## config.mk

```make
export PLATFORM = sky130hd
export DESIGN_NAME = fp_nan_result
export DESIGN_NICKNAME = d
export VERILOG_FILES = /design/src/design/fp_nan_pkg.sv /design/src/design/fp_class_if.sv /design/src/design/fp_nan_result.sv /design/src/design/fp_operand_classify.sv
export SDC_FILE = /design/constraint.sdc
export NUM_CORES = 1
export LEC_CHECK = 0
export ABC_CLOCK_PERIOD_IN_PS = 5000
export BUFFER_PORTS_ARGS = -buffer_cell sky130_fd_sc_hd__buf_2
export CAP_MARGIN = 20
export CORE_ASPECT_RATIO = 0.6
export CORE_UTILIZATION = 50
export DETAILED_ROUTE_END_ITERATION = 7
export HOLD_SLACK_MARGIN = 0.08
export PLACE_DENSITY = 0.84
export SYNTH_ARGS = -nofsm -noshare
export SYNTH_HDL_FRONTEND = slang
export SYNTH_SLANG_ARGS = --single-unit
```

## constraint.sdc

```tcl
create_clock -name clock -period 5 [get_ports clock]
set_input_delay 1 -clock clock [delete_from_list [all_inputs] [get_ports clock]]
set_output_delay 1 -clock clock [all_outputs]
set_load 0.01 [all_outputs]
```

## src/design/fp_nan_pkg.sv

```systemverilog
// Constants and types for operand classification and NaN result selection
package fp_nan_pkg;
  localparam int SP_SIGN_POS = 31;
  localparam int SP_EXP_LSB = 23;
  localparam int SP_EXP_W = 8;
  localparam int SP_FRAC_W = 23;
  localparam int DP_SIGN_POS = 63;
  localparam int DP_EXP_LSB = 52;
  localparam int DP_EXP_W = 11;
  localparam int DP_FRAC_W = 52;
  localparam logic [7:0] SP_EXP_MAX = 8'hFF;
  localparam logic [10:0] DP_EXP_MAX = 11'h7FF;
  localparam logic [10:0] SP_BIAS = 11'h07F;
  localparam logic [10:0] DP_BIAS = 11'h3FF;
  localparam logic [31:0] DEFAULT_NAN_SP = 32'h7FFF0000;
  localparam logic [63:0] DEFAULT_NAN_DP = 64'h7FFFE00000000000;
  localparam logic [31:0] INT_POS_SAT = 32'h7FFFFFFF;
  localparam logic [31:0] INT_NEG_SAT = 32'h80000000;

  typedef enum logic [2:0] {
    CLS_ZERO, CLS_DENORMAL, CLS_NORMAL, CLS_INF, CLS_QNAN, CLS_SIGNALING_NAN
  } class_e;

  typedef enum logic [2:0] {
    OP_ARITH, OP_STOI, OP_DTOI, OP_STOD, OP_DTOS, OP_EXT
  } op_e;
endpackage

```

## src/design/fp_class_if.sv

```systemverilog
// Classification of one operand, from classifier to result logic
`timescale 1ns/1ps
interface fp_class_if;
  import fp_nan_pkg::*;
  class_e kind;
  logic sign;
  logic [10:0] exp;
  logic [51:0] frac;
  modport producer (output kind, output sign, output exp, output frac);
  modport consumer (input kind, input sign, input exp, input frac);
endinterface

```

## src/design/fp_nan_result.sv

```systemverilog
// Operand classes and untrapped special-value results of the FP unit
`timescale 1ns/1ps
module fp_nan_result
  import fp_nan_pkg::*;
(
  input wire logic clock,
  input wire logic srst,
  input wire logic op_valid,
  input wire op_e op_kind,
  input wire logic op_dbl,
  input wire logic [63:0] first_source_operand,
  input wire logic [63:0] second_source_operand,
  input wire logic [63:0] arith_result,
  input wire logic arith_invalid,
  output logic result_valid,
  output logic [63:0] result,
  output logic result_dbl,
  output logic invalid_exc,
  output logic unimpl_trap,
  output logic unfinished_exc,
  output class_e first_class,
  output class_e second_class,
  output logic signed [11:0] first_true_exp
);
  fp_class_if cls_if[2] ();

  logic [63:0] src_ops [2];
  class_e kind_w [2];
  logic sign_w [2];
  logic [10:0] exp_w [2];
  logic [51:0] frac_w [2];
  logic src_dbl;

  logic result_valid_q, result_valid_d;
  logic [63:0] result_q, result_d;
  logic result_dbl_q, result_dbl_d;
  logic invalid_q, invalid_d;
  logic unimpl_q, unimpl_d;
  class_e first_class_q, first_class_d;
  class_e second_class_q, second_class_d;
  logic signed [11:0] true_exp_q, true_exp_d;

  logic first_qnan, second_qnan, first_signaling_nan, second_signaling_nan;
  logic second_nan;
  logic [63:0] default_nan;

  // Source precision follows the conversion, not the destination
  function automatic logic source_is_dbl(input op_e k, input logic dbl);
    logic r;
    r = dbl;
    case (k)
      OP_STOI, OP_STOD: r = 1'b0;
      OP_DTOI, OP_DTOS: r = 1'b1;
      default: r = dbl;
    endcase
    return r;
  endfunction

  // Quiet NaN out with its sign bit forced clear
  function automatic logic [63:0] quiet_out(input logic [63:0] v,
                                            input logic dbl);
    logic [63:0] r;
    r = v;
    if (dbl) begin
      r[DP_SIGN_POS] = 1'b0;
    end else begin
      r = {32'h0, v[31:0]};
      r[SP_SIGN_POS] = 1'b0;
    end
    return r;
  endfunction

  function automatic logic [63:0] nan_pattern(input logic dbl);
    return dbl ? DEFAULT_NAN_DP : {32'h0, DEFAULT_NAN_SP};
  endfunction

  assign src_ops[0] = first_source_operand;
  assign src_ops[1] = second_source_operand;
  assign src_dbl = source_is_dbl(op_kind, op_dbl);

  genvar g;
  generate
    for (g = 0; g < 2; g++) begin : g_cls
      fp_operand_classify u_classify (
        .operand(src_ops[g]),
        .dbl(src_dbl),
        .cls(cls_if[g].producer)
      );
      assign kind_w[g] = cls_if[g].kind;
      assign sign_w[g] = cls_if[g].sign;
      assign exp_w[g] = cls_if[g].exp;
      assign frac_w[g] = cls_if[g].frac;
    end
  endgenerate

  assign first_qnan = (kind_w[0] == CLS_QNAN);
  assign second_qnan = (kind_w[1] == CLS_QNAN);
  assign first_signaling_nan = (kind_w[0] == CLS_SIGNALING_NAN);
  assign second_signaling_nan = (kind_w[1] == CLS_SIGNALING_NAN);
  assign second_nan = second_qnan | second_signaling_nan;
  assign default_nan = nan_pattern(op_dbl);

  always_comb begin
    result_valid_d = op_valid;
    result_d = result_q;
    result_dbl_d = result_dbl_q;
    invalid_d = 1'b0;
    unimpl_d = 1'b0;
    first_class_d = first_class_q;
    second_class_d = second_class_q;
    true_exp_d = true_exp_q;
    if (op_valid) begin
      first_class_d = kind_w[0];
      second_class_d = kind_w[1];
      true_exp_d = 12'sh000;
      if (kind_w[0] == CLS_NORMAL) begin
        true_exp_d = $signed({1'b0, exp_w[0]})
                   - $signed({1'b0, src_dbl ? DP_BIAS : SP_BIAS});
      end
      // Datapath result is already rounded to half an LSB
      result_d = arith_result;
      result_dbl_d = op_dbl;
      case (op_kind)
        OP_ARITH: begin
          if (first_signaling_nan || second_signaling_nan) begin
            result_d = default_nan;
            invalid_d = 1'b1;
          end else if (first_qnan) begin
            result_d = quiet_out(first_source_operand, op_dbl);
          end else if (second_qnan) begin
            result_d = quiet_out(second_source_operand, op_dbl);
          end else if (arith_invalid) begin
            result_d = default_nan;
            invalid_d = 1'b1;
          end
        end
        OP_STOI, OP_DTOI: begin
          result_dbl_d = 1'b0;
          if (second_nan) begin
            // NaN cannot be represented in an integer
            result_d = {32'h0, sign_w[1] ? INT_NEG_SAT : INT_POS_SAT};
            invalid_d = 1'b1;
          end else if (arith_invalid) begin
            invalid_d = 1'b1;
          end
        end
        OP_STOD: begin
          result_dbl_d = 1'b1;
          if (second_qnan) begin
            result_d = {1'b0, DP_EXP_MAX, frac_w[1][SP_FRAC_W-1:0],
                        29'h0};
          end else if (second_signaling_nan) begin
            result_d = DEFAULT_NAN_DP;
            invalid_d = 1'b1;
          end
        end
        OP_DTOS: begin
          result_dbl_d = 1'b0;
          if (second_nan) begin
            result_d = {32'h0, DEFAULT_NAN_SP};
            invalid_d = second_signaling_nan;
          end else if (arith_invalid) begin
            result_d = {32'h0, DEFAULT_NAN_SP};
            invalid_d = 1'b1;
          end
        end
        default: begin
          // Extended precision goes to software emulation
          result_d = 64'h0;
          unimpl_d = 1'b1;
        end
      endcase
    end
  end

  always_ff @(posedge clock) begin
    if (srst) begin
      result_valid_q <= 1'b0;
      result_q <= 64'h0;
      result_dbl_q <= 1'b0;
      invalid_q <= 1'b0;
      unimpl_q <= 1'b0;
      first_class_q <= CLS_ZERO;
      second_class_q <= CLS_ZERO;
      true_exp_q <= 12'sh000;
    end else begin
      result_valid_q <= result_valid_d;
      result_q <= result_d;
      result_dbl_q <= result_dbl_d;
      invalid_q <= invalid_d;
      unimpl_q <= unimpl_d;
      first_class_q <= first_class_d;
      second_class_q <= second_class_d;
      true_exp_q <= true_exp_d;
    end
  end

  assign result_valid = result_valid_q;
  assign result = result_q;
  assign result_dbl = result_dbl_q;
  assign invalid_exc = invalid_q;
  assign unimpl_trap = unimpl_q;
  assign unfinished_exc = 1'b0;
  assign first_class = first_class_q;
  assign second_class = second_class_q;
  assign first_true_exp = true_exp_q;
endmodule // fp_nan_result

```

## src/design/fp_operand_classify.sv

```systemverilog
// Field split and class decode of one single or double operand
`timescale 1ns/1ps
module fp_operand_classify
  import fp_nan_pkg::*;
(
  input wire logic [63:0] operand,
  input wire logic dbl,
  fp_class_if.producer cls
);
  logic [10:0] exp_v;
  logic [51:0] frac_v;
  logic sign_v;
  logic exp_ones;
  logic frac_msb;

  always_comb begin
    if (dbl) begin
      sign_v = operand[DP_SIGN_POS];
      exp_v = operand[DP_EXP_LSB +: DP_EXP_W];
      frac_v = operand[DP_FRAC_W-1:0];
      exp_ones = (exp_v == DP_EXP_MAX);
      frac_msb = frac_v[DP_FRAC_W-1];
    end else begin
      sign_v = operand[SP_SIGN_POS];
      exp_v = {3'h0, operand[SP_EXP_LSB +: SP_EXP_W]};
      frac_v = {29'h0, operand[SP_FRAC_W-1:0]};
      exp_ones = (exp_v == {3'h0, SP_EXP_MAX});
      frac_msb = frac_v[SP_FRAC_W-1];
    end
  end

  always_comb begin
    if (exp_v == 11'h000) begin
      // Signed zero kept apart from denormal
      cls.kind = (frac_v == 52'h0) ? CLS_ZERO : CLS_DENORMAL;
    end else if (exp_ones) begin
      if (frac_v == 52'h0) begin
        cls.kind = CLS_INF;
      end else begin
        cls.kind = frac_msb ? CLS_QNAN : CLS_SIGNALING_NAN;
      end
    end else begin
      cls.kind = CLS_NORMAL;
    end
  end

  assign cls.sign = sign_v;
  assign cls.exp = exp_v;
  assign cls.frac = frac_v;
endmodule // fp_operand_classify

```

-- Word level (Yosys, flattened, before mapping)
Cells that the tools add are included.
- bits in registers: 86
- input bits: 200
- output and inout port bits: 87
- word-level logic and storage cells: 83
- $add $sub $neg: 1
- eq/ne operators: 13
- multiplexer cells: 47
- bitwise logic cells: 2
- reduce and logical (&&, ||, !) cells: 12
- operator list (cell ; count):
    $mux W64 ; 9
    $pmux W64 S4 ; 1
    $mux W63 ; 3
    $logic_not A52 Y1 ; 2
    $mux W52 ; 2
    $mux W32 ; 1
    $eq A11 B11 Y1 const B ; 2
    $logic_not A11 Y1 ; 2
    $mux W11 ; 2
    $mux W1 ; 18
    $mux W3 ; 6
    $eq A8 B8 Y1 const B ; 2
    $eq A3 B3 Y1 const B ; 5
    $mux W12 ; 1
    $sub A11 B10 Y12 ; 1
    $mux W10 ; 1
    $eq A3 B2 Y1 const B ; 3
    $reduce_or A2 Y1 ; 4
    $reduce_or A5 Y1 ; 1
    $pmux W1 S2 ; 2
    $pmux W1 S4 ; 1
    $eq A3 B1 Y1 const B ; 1
    $logic_not A3 Y1 ; 1
    $reduce_or A3 Y1 ; 1
    3 further kinds ; 3

-- Logic depth before layout (Yosys ltp)
Gate-level depths: netlist of the first run.
- word-level depth: 13
- gate-level depth with buffers: 12
- mapped depth without buffers: 10

-- By module
From an unflattened synthesis of the first run, not the netlist that was laid out.
- cells, all modules: 975
- area total of the unflattened synthesis: 7159.4 um^2
- by module, submodules not included (module ; instances ; cells an instance ; area each (um^2) ; sequential area each (um^2)):
    fp_nan_result ; 1 ; 757 ; 5635.4 ; 1721.7
    fp_operand_classify ; 2 ; 109 ; 762.0 ; 0.0

-- Worst setup path after synthesis of the first run
Ideal clock, no wire load.
- path kind: input-to-reg
- from: input port op_kind[1]
- to: register true_exp_q[8], in the netlist first_true_exp[8]
- data arrival time: 3.088 ns
- path slack: 1.795 ns
- cell stages on the path: 10
- path buffers: 2
- cell sequence: buf_6 > xnor2_2 > o2bb2ai_4 > buf_6 > mux2_4 > or3_4 > or3_1 > xor2_1 > o21ai_1 > a22o_1
- word-level cells in the longest chain between the ends: 10
- elaborated cells between the ends (all ways): 22
- those cells by class: add/sub (1); eq/ne (5); mux (12); reduce/logical (4)
- RTL lines (element ; RTL line ; RTL):
    from (decl) ; fp_nan_result.sv:9 ; input wire op_e op_kind,
    $eq A3 B3 Y1 (tied with other cells) ; fp_nan_result.sv:51 ; case (k)
    $reduce_or A2 Y1 ; fp_nan_result.sv:51 ;
    $pmux W1 S2 * ; fp_nan_result.sv:51 ;
    $mux W52 / $mux W1 (equally long branches) ; fp_operand_classify.sv:17 ; if (dbl) begin
    $logic_not A52 Y1 / $mux W1 (equally long branches) ; fp_operand_classify.sv:35, fp_operand_classify.sv:37, fp_operand_classify.sv:40 ;
    $mux W3 ; fp_operand_classify.sv:37 ; if (frac_v == 52'h0) begin
    $mux W3 ; fp_operand_classify.sv:36 ; end else if (exp_ones) begin
    $mux W3 ; fp_operand_classify.sv:33 ; if (exp_v == 11'h000) begin
    $eq A3 B2 Y1 ; fp_nan_result.sv:116 ; if (kind_w[0] == CLS_NORMAL) begin
    $mux W12 * ; fp_nan_result.sv:116 ;
    to (signal assigned) ; fp_nan_result.sv:194 ; true_exp_q <= true_exp_d;
    to (decl) ; fp_nan_result.sv:41 ; logic signed [11:0] true_exp_q, true_exp_d;
Mark *: on every way between the ends. The rest lies on a longest branch, timed or not.
A chain may end at the register's enable or synchronous reset.

-- Worst setup path after layout of the first run
- from: input port op_kind[2]
- to: register result_q[19], in the netlist result[19]
- word-level cells in the longest chain between the ends: 13
- elaborated cells between the ends (all ways): 47
- those cells by class: eq/ne (8); mux (29); bitwise (1); reduce/logical (9)
- RTL lines (element ; RTL line ; RTL):
    $eq A3 B3 Y1 (tied with other cells) ; fp_nan_result.sv:51, fp_nan_result.sv:123 ;
    $reduce_or A2 Y1 ; fp_nan_result.sv:51 ;
    $pmux W1 S2 ; fp_nan_result.sv:51 ;
    $mux W52 / $mux W1 (equally long branches) ; fp_operand_classify.sv:17 ;
    $logic_not A52 Y1 / $mux W1 (equally long branches) ; fp_operand_classify.sv:35, fp_operand_classify.sv:37, fp_operand_classify.sv:40 ;
    $mux W3 ; fp_operand_classify.sv:37 ;
    $mux W3 ; fp_operand_classify.sv:36 ;
    $mux W3 ; fp_operand_classify.sv:33 ;
    $eq A3 B3 Y1 ; fp_nan_result.sv:97 ; assign second_qnan = (kind_w[1] == CLS_QNAN);
    $mux W64 ; fp_nan_result.sv:130 ; end else if (second_qnan) begin
    $mux W64 ; fp_nan_result.sv:128 ; end else if (first_qnan) begin
    $mux W64 ; fp_nan_result.sv:125 ; if (first_signaling_nan || second_signaling_nan) begin
    $pmux W64 S4 * ; fp_nan_result.sv:123 ; case (op_kind)
    to (signal assigned) ; fp_nan_result.sv:188 ; result_q <= result_d;
    to (decl) ; fp_nan_result.sv:35 ; logic [63:0] result_q, result_d;
Marked as above.

==> flow_summary.ini, run 1 <==
[sta]
hold_violations = 0
period_needed_ns = 3.66
max_slew_margin_pct = 42.9
setup_viol = 0
slew_viol_final = 0
fin_worst_skew_ns = 0
rsz0062_at_grt = false
fmax_mhz = 273
tightestPinTransition_ns = 0.848
whs_ns = 0.453
finalWorstSetupSlack_ns = 1.34
period_share_pct = 73.2
setup-tns-final_ns = 0

[power]
total_power_uw = 1990
p_leak_uw = 0.00340
cellPowerDensity_nw_per_um2 = 260
ir_drop_v = 0.000202

[logic_synthesis]
synthTopCellsByCount = 125 x nand2_1, 86 x dfxtp_1, 79 x nor2_1, 62 x a21oi_1, 55 x o21ai_0
yosysUniqueCellTypes = 62
avgSynthCellArea_sq_um = 7.25
synth_seq_area_share_pct = 29.9
yosysTopAreaCellShare_pct = 29.9
async_reset_ff_share_pct = 0
yosys_warnings = 0
yosysTopAreaCell = dfxtp_1
synthesis.instances = 793
synthTopCellsByArea = dfxtp_1 30%, nand2_1 8.2%, o211ai_1 5.5%
synth-edff-count = 0
syn-cell-area_sq_um = 5750
yosys_register_bits = 86
syn_nets = 995
synth.most_common_cell = nand2_1
synth_top_flop_cell = dfxtp_1

[global_routing]
busiest_layer = met2
grt_usage_pct = 40.2
grt_overflow = 0
grt_max_degree = 56
antenna_found_initial = 2
met1_usage_pct = 53.9
grt_pass1_wl_microns = 36900
grt_pass1_vias = 6872
grt_use_met3_pct = 13.3
met2_usage_pct = 59.8

[worst_setup_path]
crit_path_max_incr_delay_ns = 0.52
setup.worst_path.class = in2reg
cp.required_ns = 5.20
r2r_end = result[19]
crit_path_end_kind = register
slowest_stage = nor4_1
crit_chain = buf_2 > nand2b_1 > o2bb2ai_4 > buf_4 > nor4_1 > a22o_1 > buf_4 > o21ai_0 > a221oi_1 > o21ai_0
arrival_ns = 3.86
setup.worst_path.start_class = input pin
path_max_fanout = 33
r2r_start = result[19]
r2r_cells = 2
reg2reg_slack_ns = 4.08

[die]
core_area_sq_um = 10900
die_area_sq_um = 11900
io_pins = 287
start_util_pct = 52.8
die_y_microns = 85.1
die_w_microns = 140
rows = 29

[clocking]
cts_tree = built
clockRootBuffer = clkbuf_16
cts_made_buffers = 9
cts_buffer_depth = 2
post-cts-setup-buffer-count = 0
ctsResizeCount = 0
clk_pin_slew_worst_paths_ns = 0.06
cts_htree_levels = 3
insertion_delay_ns = 0.34
clock_sinks = 86
cts_hold_buf = 0

[cells_and_area]
finalNetCount = 1255
design_area_sq_um = 7670
drive_above_1_share_pct = 32.1
area_growth_pct = 33.5

[hold_path]
hold_path.class = reg2reg
hold_end = second_class[0]
min_path_cells = 2
hp-start = second_class[0]

[route]
wl_per_cell_microns = 20.5
wl_microns = 24600
drc_errors = 0
antenna_left = 0
vias = 7669
initialDrtViolationCount = 919
firstDrtPassIters = 7
vias_per_cell = 6.40

[placement]
io_buffers = 284
pre_cts_ws_ns = 1.10
place.gp.congestion = 1.01
dpl.hpwl_microns = 18900
place_area_sq_um = 7310

[job]
drv_cap = 0

[run_status]
status = completed
## critical path: cells and delay by family
kind                   cells  cell delay, ns
AO/OA/AOI/OAI              5            1.26
AND/OR/NAND/NOR            2            0.76
buffers and inverters      3            0.81
## metrics by stage
stage	utilization (%)	std cells
after detailed placement	67.1	1181
after global placement	67.1	1181
after global routing	70.4	1197
after CTS	70.4	1197
final	70.5	1199
after floorplan	-	793
## cell type report
type / instances / area (sq um)
Antenna cell: 2 / 5.00
Clock buffer: 10 / 229
Clock inverter: 6 / 134
Fill cell: 972 / 3210
Inverter: 24 / 90.1
Multi-Input combinational cell: 623 / 3710
Sequential cell: 86 / 1720
Tap cell: 139 / 174
Timing Repair Buffer: 309 / 1610
## logic make-up after synthesis
| kind of cell | count (synthesis) | share of synthesized area [%] |
|---|---|---|
| buffers and inverters | 84 | 6.07 |
| and+or+nand+nor | 300 | 23.8 |
| muxes | 11 | 2.00 |
| xor gates and xnor gates | 10 | 1.65 |
| adders and majority gates | 2 | 0.435 |
| AOI/OAI and AO/OA | 299 | 36.1 |
| other | 1 | 0.0652 |
| DFF | 86 | 29.9 |
## metal layers
| layer | routed length (microns) | vias to the layer above | share of wire [%] |
|---|---|---|---|
| met2 | 10400 | 622 | 42 |
| li1 | - | 3510 | - |
| met3 | 3470 | 88 | 14 |
| met1 | 9930 | 3449 | 40 |
| met5 | 0 | - | 0 |
| met4 | 796 | 0 | 3.2 |
## report_power, final
part | internal [uW] | leakage, uW | switching (uW)
Sequential | 725 | 0.000704 | 22.2
Combinational | 167 | 0.00252 | 247
Clock | 539 | 0.000177 | 292
Total | 1430 | 0.00340 | 561
## registers in the layout (all words and copies together), names as in the netlist
name	count
result	64
result_valid	1
first_class	3
first_true_exp	12
second_class	3
result_dbl	1
invalid_exc	1
unimpl_trap	1
## placed cells by master, fill, tap and decap left out, drive strengths merged, types with 3 or more instances in the layout
cell type,instances
a211oi,3
or3,5
o311ai,15
bufinv,4
nor4,32
buf,309
clkinv,3
mux2i,10
a211o,5
clkbuf,10
nor2,79
nand2,125
o31ai,4
inv,23
nand4,20
o22ai,3
and2,3
a22oi,27
nand2b,7
dfxtp,86
a221oi,32
a21boi,16
xor2,4
nand3,7
a21oi,65
a22o,14
nor3,17
o21ai,57
o211ai,42
xnor2,6
## worst max path at each step
stage                     from                 to  slack, ns  cells past startpoint
global placement    op_kind[2]         result[28]       1.17                     10
detailed placement  op_kind[2]         result[27]       1.10                     10
finish              op_kind[2]         result[19]       1.34                     10
floorplan           op_kind[1]  first_true_exp[8]       1.80                     10
CTS                 op_kind[2]         result[19]       1.37                     10
global route        op_kind[2]         result[27]       1.11                     10
Power figures use the tool's default switching activity.
==> inputs of run 2 (changes only) <==
--- a/config.mk
+++ b/config.mk
@@ -5,14 +5,15 @@
 export SDC_FILE = /design/constraint.sdc
 export NUM_CORES = 1
 export LEC_CHECK = 0
-export ABC_CLOCK_PERIOD_IN_PS = 5000
+export ABC_AREA = 1
+export ABC_CLOCK_PERIOD_IN_PS = 3000
 export BUFFER_PORTS_ARGS = -buffer_cell sky130_fd_sc_hd__buf_2
 export CAP_MARGIN = 20
 export CORE_ASPECT_RATIO = 0.6
-export CORE_UTILIZATION = 50
+export CORE_UTILIZATION = 46
 export DETAILED_ROUTE_END_ITERATION = 7
 export HOLD_SLACK_MARGIN = 0.08
-export PLACE_DENSITY = 0.84
+export PLACE_DENSITY = 0.76
 export SYNTH_ARGS = -nofsm -noshare
 export SYNTH_HDL_FRONTEND = slang
 export SYNTH_SLANG_ARGS = --single-unit
==> constraint.sdc (replaced) <==
create_clock -name clock -period 3 [get_ports clock]
set_input_delay 0.6 -clock clock [delete_from_list [all_inputs] [get_ports clock]]
set_output_delay 0.6 -clock clock [all_outputs]
set_load 0.01 [all_outputs]
==> run 2 against run 1 <==
Effect of this change: die area up 46%; hold slack worse by 0.0064 ns; clock-buffer cell count is 2 higher; critical path type unchanged; critical path depth increased by 7; final area up 26%; synthesized area increased by 35%; worst setup slack worse by 1.1 ns; sequential share of layout area fell by 4.6 points; non-clock buffer count grew 5.
==> flow_summary.ini, run 2 <==
[cells_and_area]
fillers = 1721
area_growth_pct = 24.2
mostFrequentLayoutCell = nand2_1
finalNetCount = 1864
drive_above_1_share_pct = 23.4
mostFrequentLayoutCells = 599 x nand2_1, 284 x buf_2, 147 x nor2_1, 135 x nand3_1, 98 x o21ai_0
post-route-util_pct = 59.0
largest_reg_flops = 64

[worst_setup_path]
slowest_stage = o21ai_1
reg2reg_slack_ns = 2.34
cp_common_cell = nand2_4
r2r_cells = 2
r2r_end = first_class[0]
crit_path_end_kind = register
crit_chain = buf_2 > nor2_4 > nand2_8 > nand2_4 > nand2_4 > nand2_4 > inv_2 > o21ai_1 > inv_2 > ha_1 > nand3_1 > nor2_1 > nand2_1 > nand3_2 > nor2_1 > nand4_1 > nand2_1
crit_path_max_incr_delay_ns = 0.35
cp.required_ns = 3.30
arrival_ns = 3.02
setup.worst_path.class = in2reg
setup.worst_path.start_class = input pin
path_max_fanout = 25
r2r_start = first_class[0]

[route]
firstDrtPassIters = 7
drc_errors = 0
vias_per_cell = 5.46
wl_per_cell_microns = 16.1
wl_microns = 30600
initialDrtViolationCount = 1134
vias = 10400
antenna_left = 0

[sta]
fin_worst_skew_ns = 0
slew_viol_final = 0
fmax_mhz = 367
max_slew_margin_pct = 63.3
period_share_pct = 90.9
hold_violations = 0
whs_ns = 0.447
period_needed_ns = 2.73
rsz0062_at_grt = false
tightestPinTransition_ns = 0.549
setup_viol = 0

[clocking]
cts_buffer_depth = 2
clock_sinks = 86
cts_htree_levels = 3
cts_hold_buf = 0
cts_made_buffers = 9
clockRootBuffer = clkbuf_16
cts_tree = built
post-cts-setup-buffer-count = 0
insertion_delay_ns = 0.35
ctsResizeCount = 0
clk_pin_slew_worst_paths_ns = 0.07

[die]
core_area_sq_um = 16400
die_area_sq_um = 17400
rows = 36
die_w_microns = 170
start_util_pct = 47.5
die_y_microns = 103
io_pins = 287

[hold_path]
hold_end = result[18]
min_path_cells = 2
hold_path.class = reg2reg
hp-start = result[18]

[job]
drv_cap = 0

[placement]
place.gp.congestion = 0.966
io_buffers = 284
dpl.hpwl_microns = 23500

[logic_synthesis]
synthesis.instances = 1418
yosysTopAreaCell = nand2_1
avgSynthCellArea_sq_um = 5.48
yosysUniqueCellTypes = 44
synth-edff-count = 0
yosys_register_bits = 86
yosysTopAreaCellShare_pct = 29.0
syn_nets = 1620
synth_seq_area_share_pct = 22.2
synth_top_flop_cell = dfxtp_1
synthTopCellsByCount = 599 x nand2_1, 148 x nor2_1, 135 x nand3_1, 98 x o21ai_0, 86 x dfxtp_1
syn-cell-area_sq_um = 7770
synth.most_common_cell = nand2_1
synthTopCellsByArea = nand2_1 29%, dfxtp_1 22%, nand3_1 8.7%
yosys_warnings = 0
async_reset_ff_share_pct = 0

[run_status]
status = completed

[global_routing]
grt_pass1_vias = 8988
grt_overflow = 0
antenna_found_initial = 2
grt_pass1_wl_microns = 47200
grt_max_degree = 43
grt_usage_pct = 34.5

[power]
cellPowerDensity_nw_per_um2 = 344
p_leak_uw = 0.00537
ir_drop_v = 0.000258
run 2: changes by cell type after synthesis, moves of 29 or more:
cell      change
a221oi_1     -32
inv_1        +47
nand2_1     +474
nand3_1     +128
nor2_1       +69
nor4_1       -29
o21ai_0      +43
run 2: power breakdown:
part | internal, uW | switching, uW
Clock | 695 | 504
Sequential | 1200 | 26.1
Combinational | 332 | 560
Total | 2220 | 1090
run 2: final cells by class:
class                           instances  area, sq um  area share (%)
Multi-Input combinational cell       1166         5290            54.9
Sequential cell                        86         1720            17.9
Timing Repair Buffer                  314         1710            17.7
Inverter                               85          322            3.33
Tap cell                              228          285            2.96
Clock buffer                           12          256            2.66
Clock inverter                          4         53.8           0.558
Antenna cell                            2         5.00          0.0519
run 2: routing by layer:
layer	GRT usage (%)	wire length, microns	vias up
met5	0	13	-
met4	7.97	658	2
met3	7.87	3810	65
met2	54.3	12800	602
met1	47.9	13300	4638
li1	-	-	5055
run 2: per-stage QoR:
stage	cells	setup WS [ns]	power (uW)	area, sq um	setup TNS, ns
6_report	1897	0.274	3310	9640	0
5_1_grt	1896	0.105	3480	9640	0
4_1_cts	1895	0.342	3320	9640	0
3_5_place_dp	1879	-0.0190	2120	9330	-0.0281
3_3_place_gp	1879	0.0620	2110	9330	0
2_1_floorplan	1418	0.566	1750	7770	0
run 2: cells by family after synthesis:
group / count (synthesis) / synth area share [%]
adders and majority gates: 2 / 0.322
AOI/OAI and AO/OA: 189 / 13.5
other: 1 / 0.0483
xor gates and xnor gates: 1 / 0.113
and+or+nand+nor: 973 / 54.0
buffers and inverters: 166 / 9.80
DFF: 86 / 22.2
run 2: critical path: cells and delay by family:
family | cells | cell delay, ns
buf+inv | 3 | 0.38
fa+ha+maj | 1 | 0.19
compound gates | 1 | 0.35
simple gates | 12 | 1.49
run 2: worst max-delay path by stage:
stage | slack [ns] | endpoint | depth (start not counted) | startpoint
floorplan | 0.57 | first_true_exp[7] | 17 | op_kind[0]
global placement | 0.06 | result[40] | 18 | op_kind[0]
detailed placement | -0.02 | first_true_exp[9] | 17 | op_kind[0]
CTS | 0.34 | first_true_exp[9] | 17 | op_kind[0]
global route | 0.10 | result[40] | 16 | op_kind[0]
finish | 0.27 | first_true_exp[9] | 17 | op_kind[0]
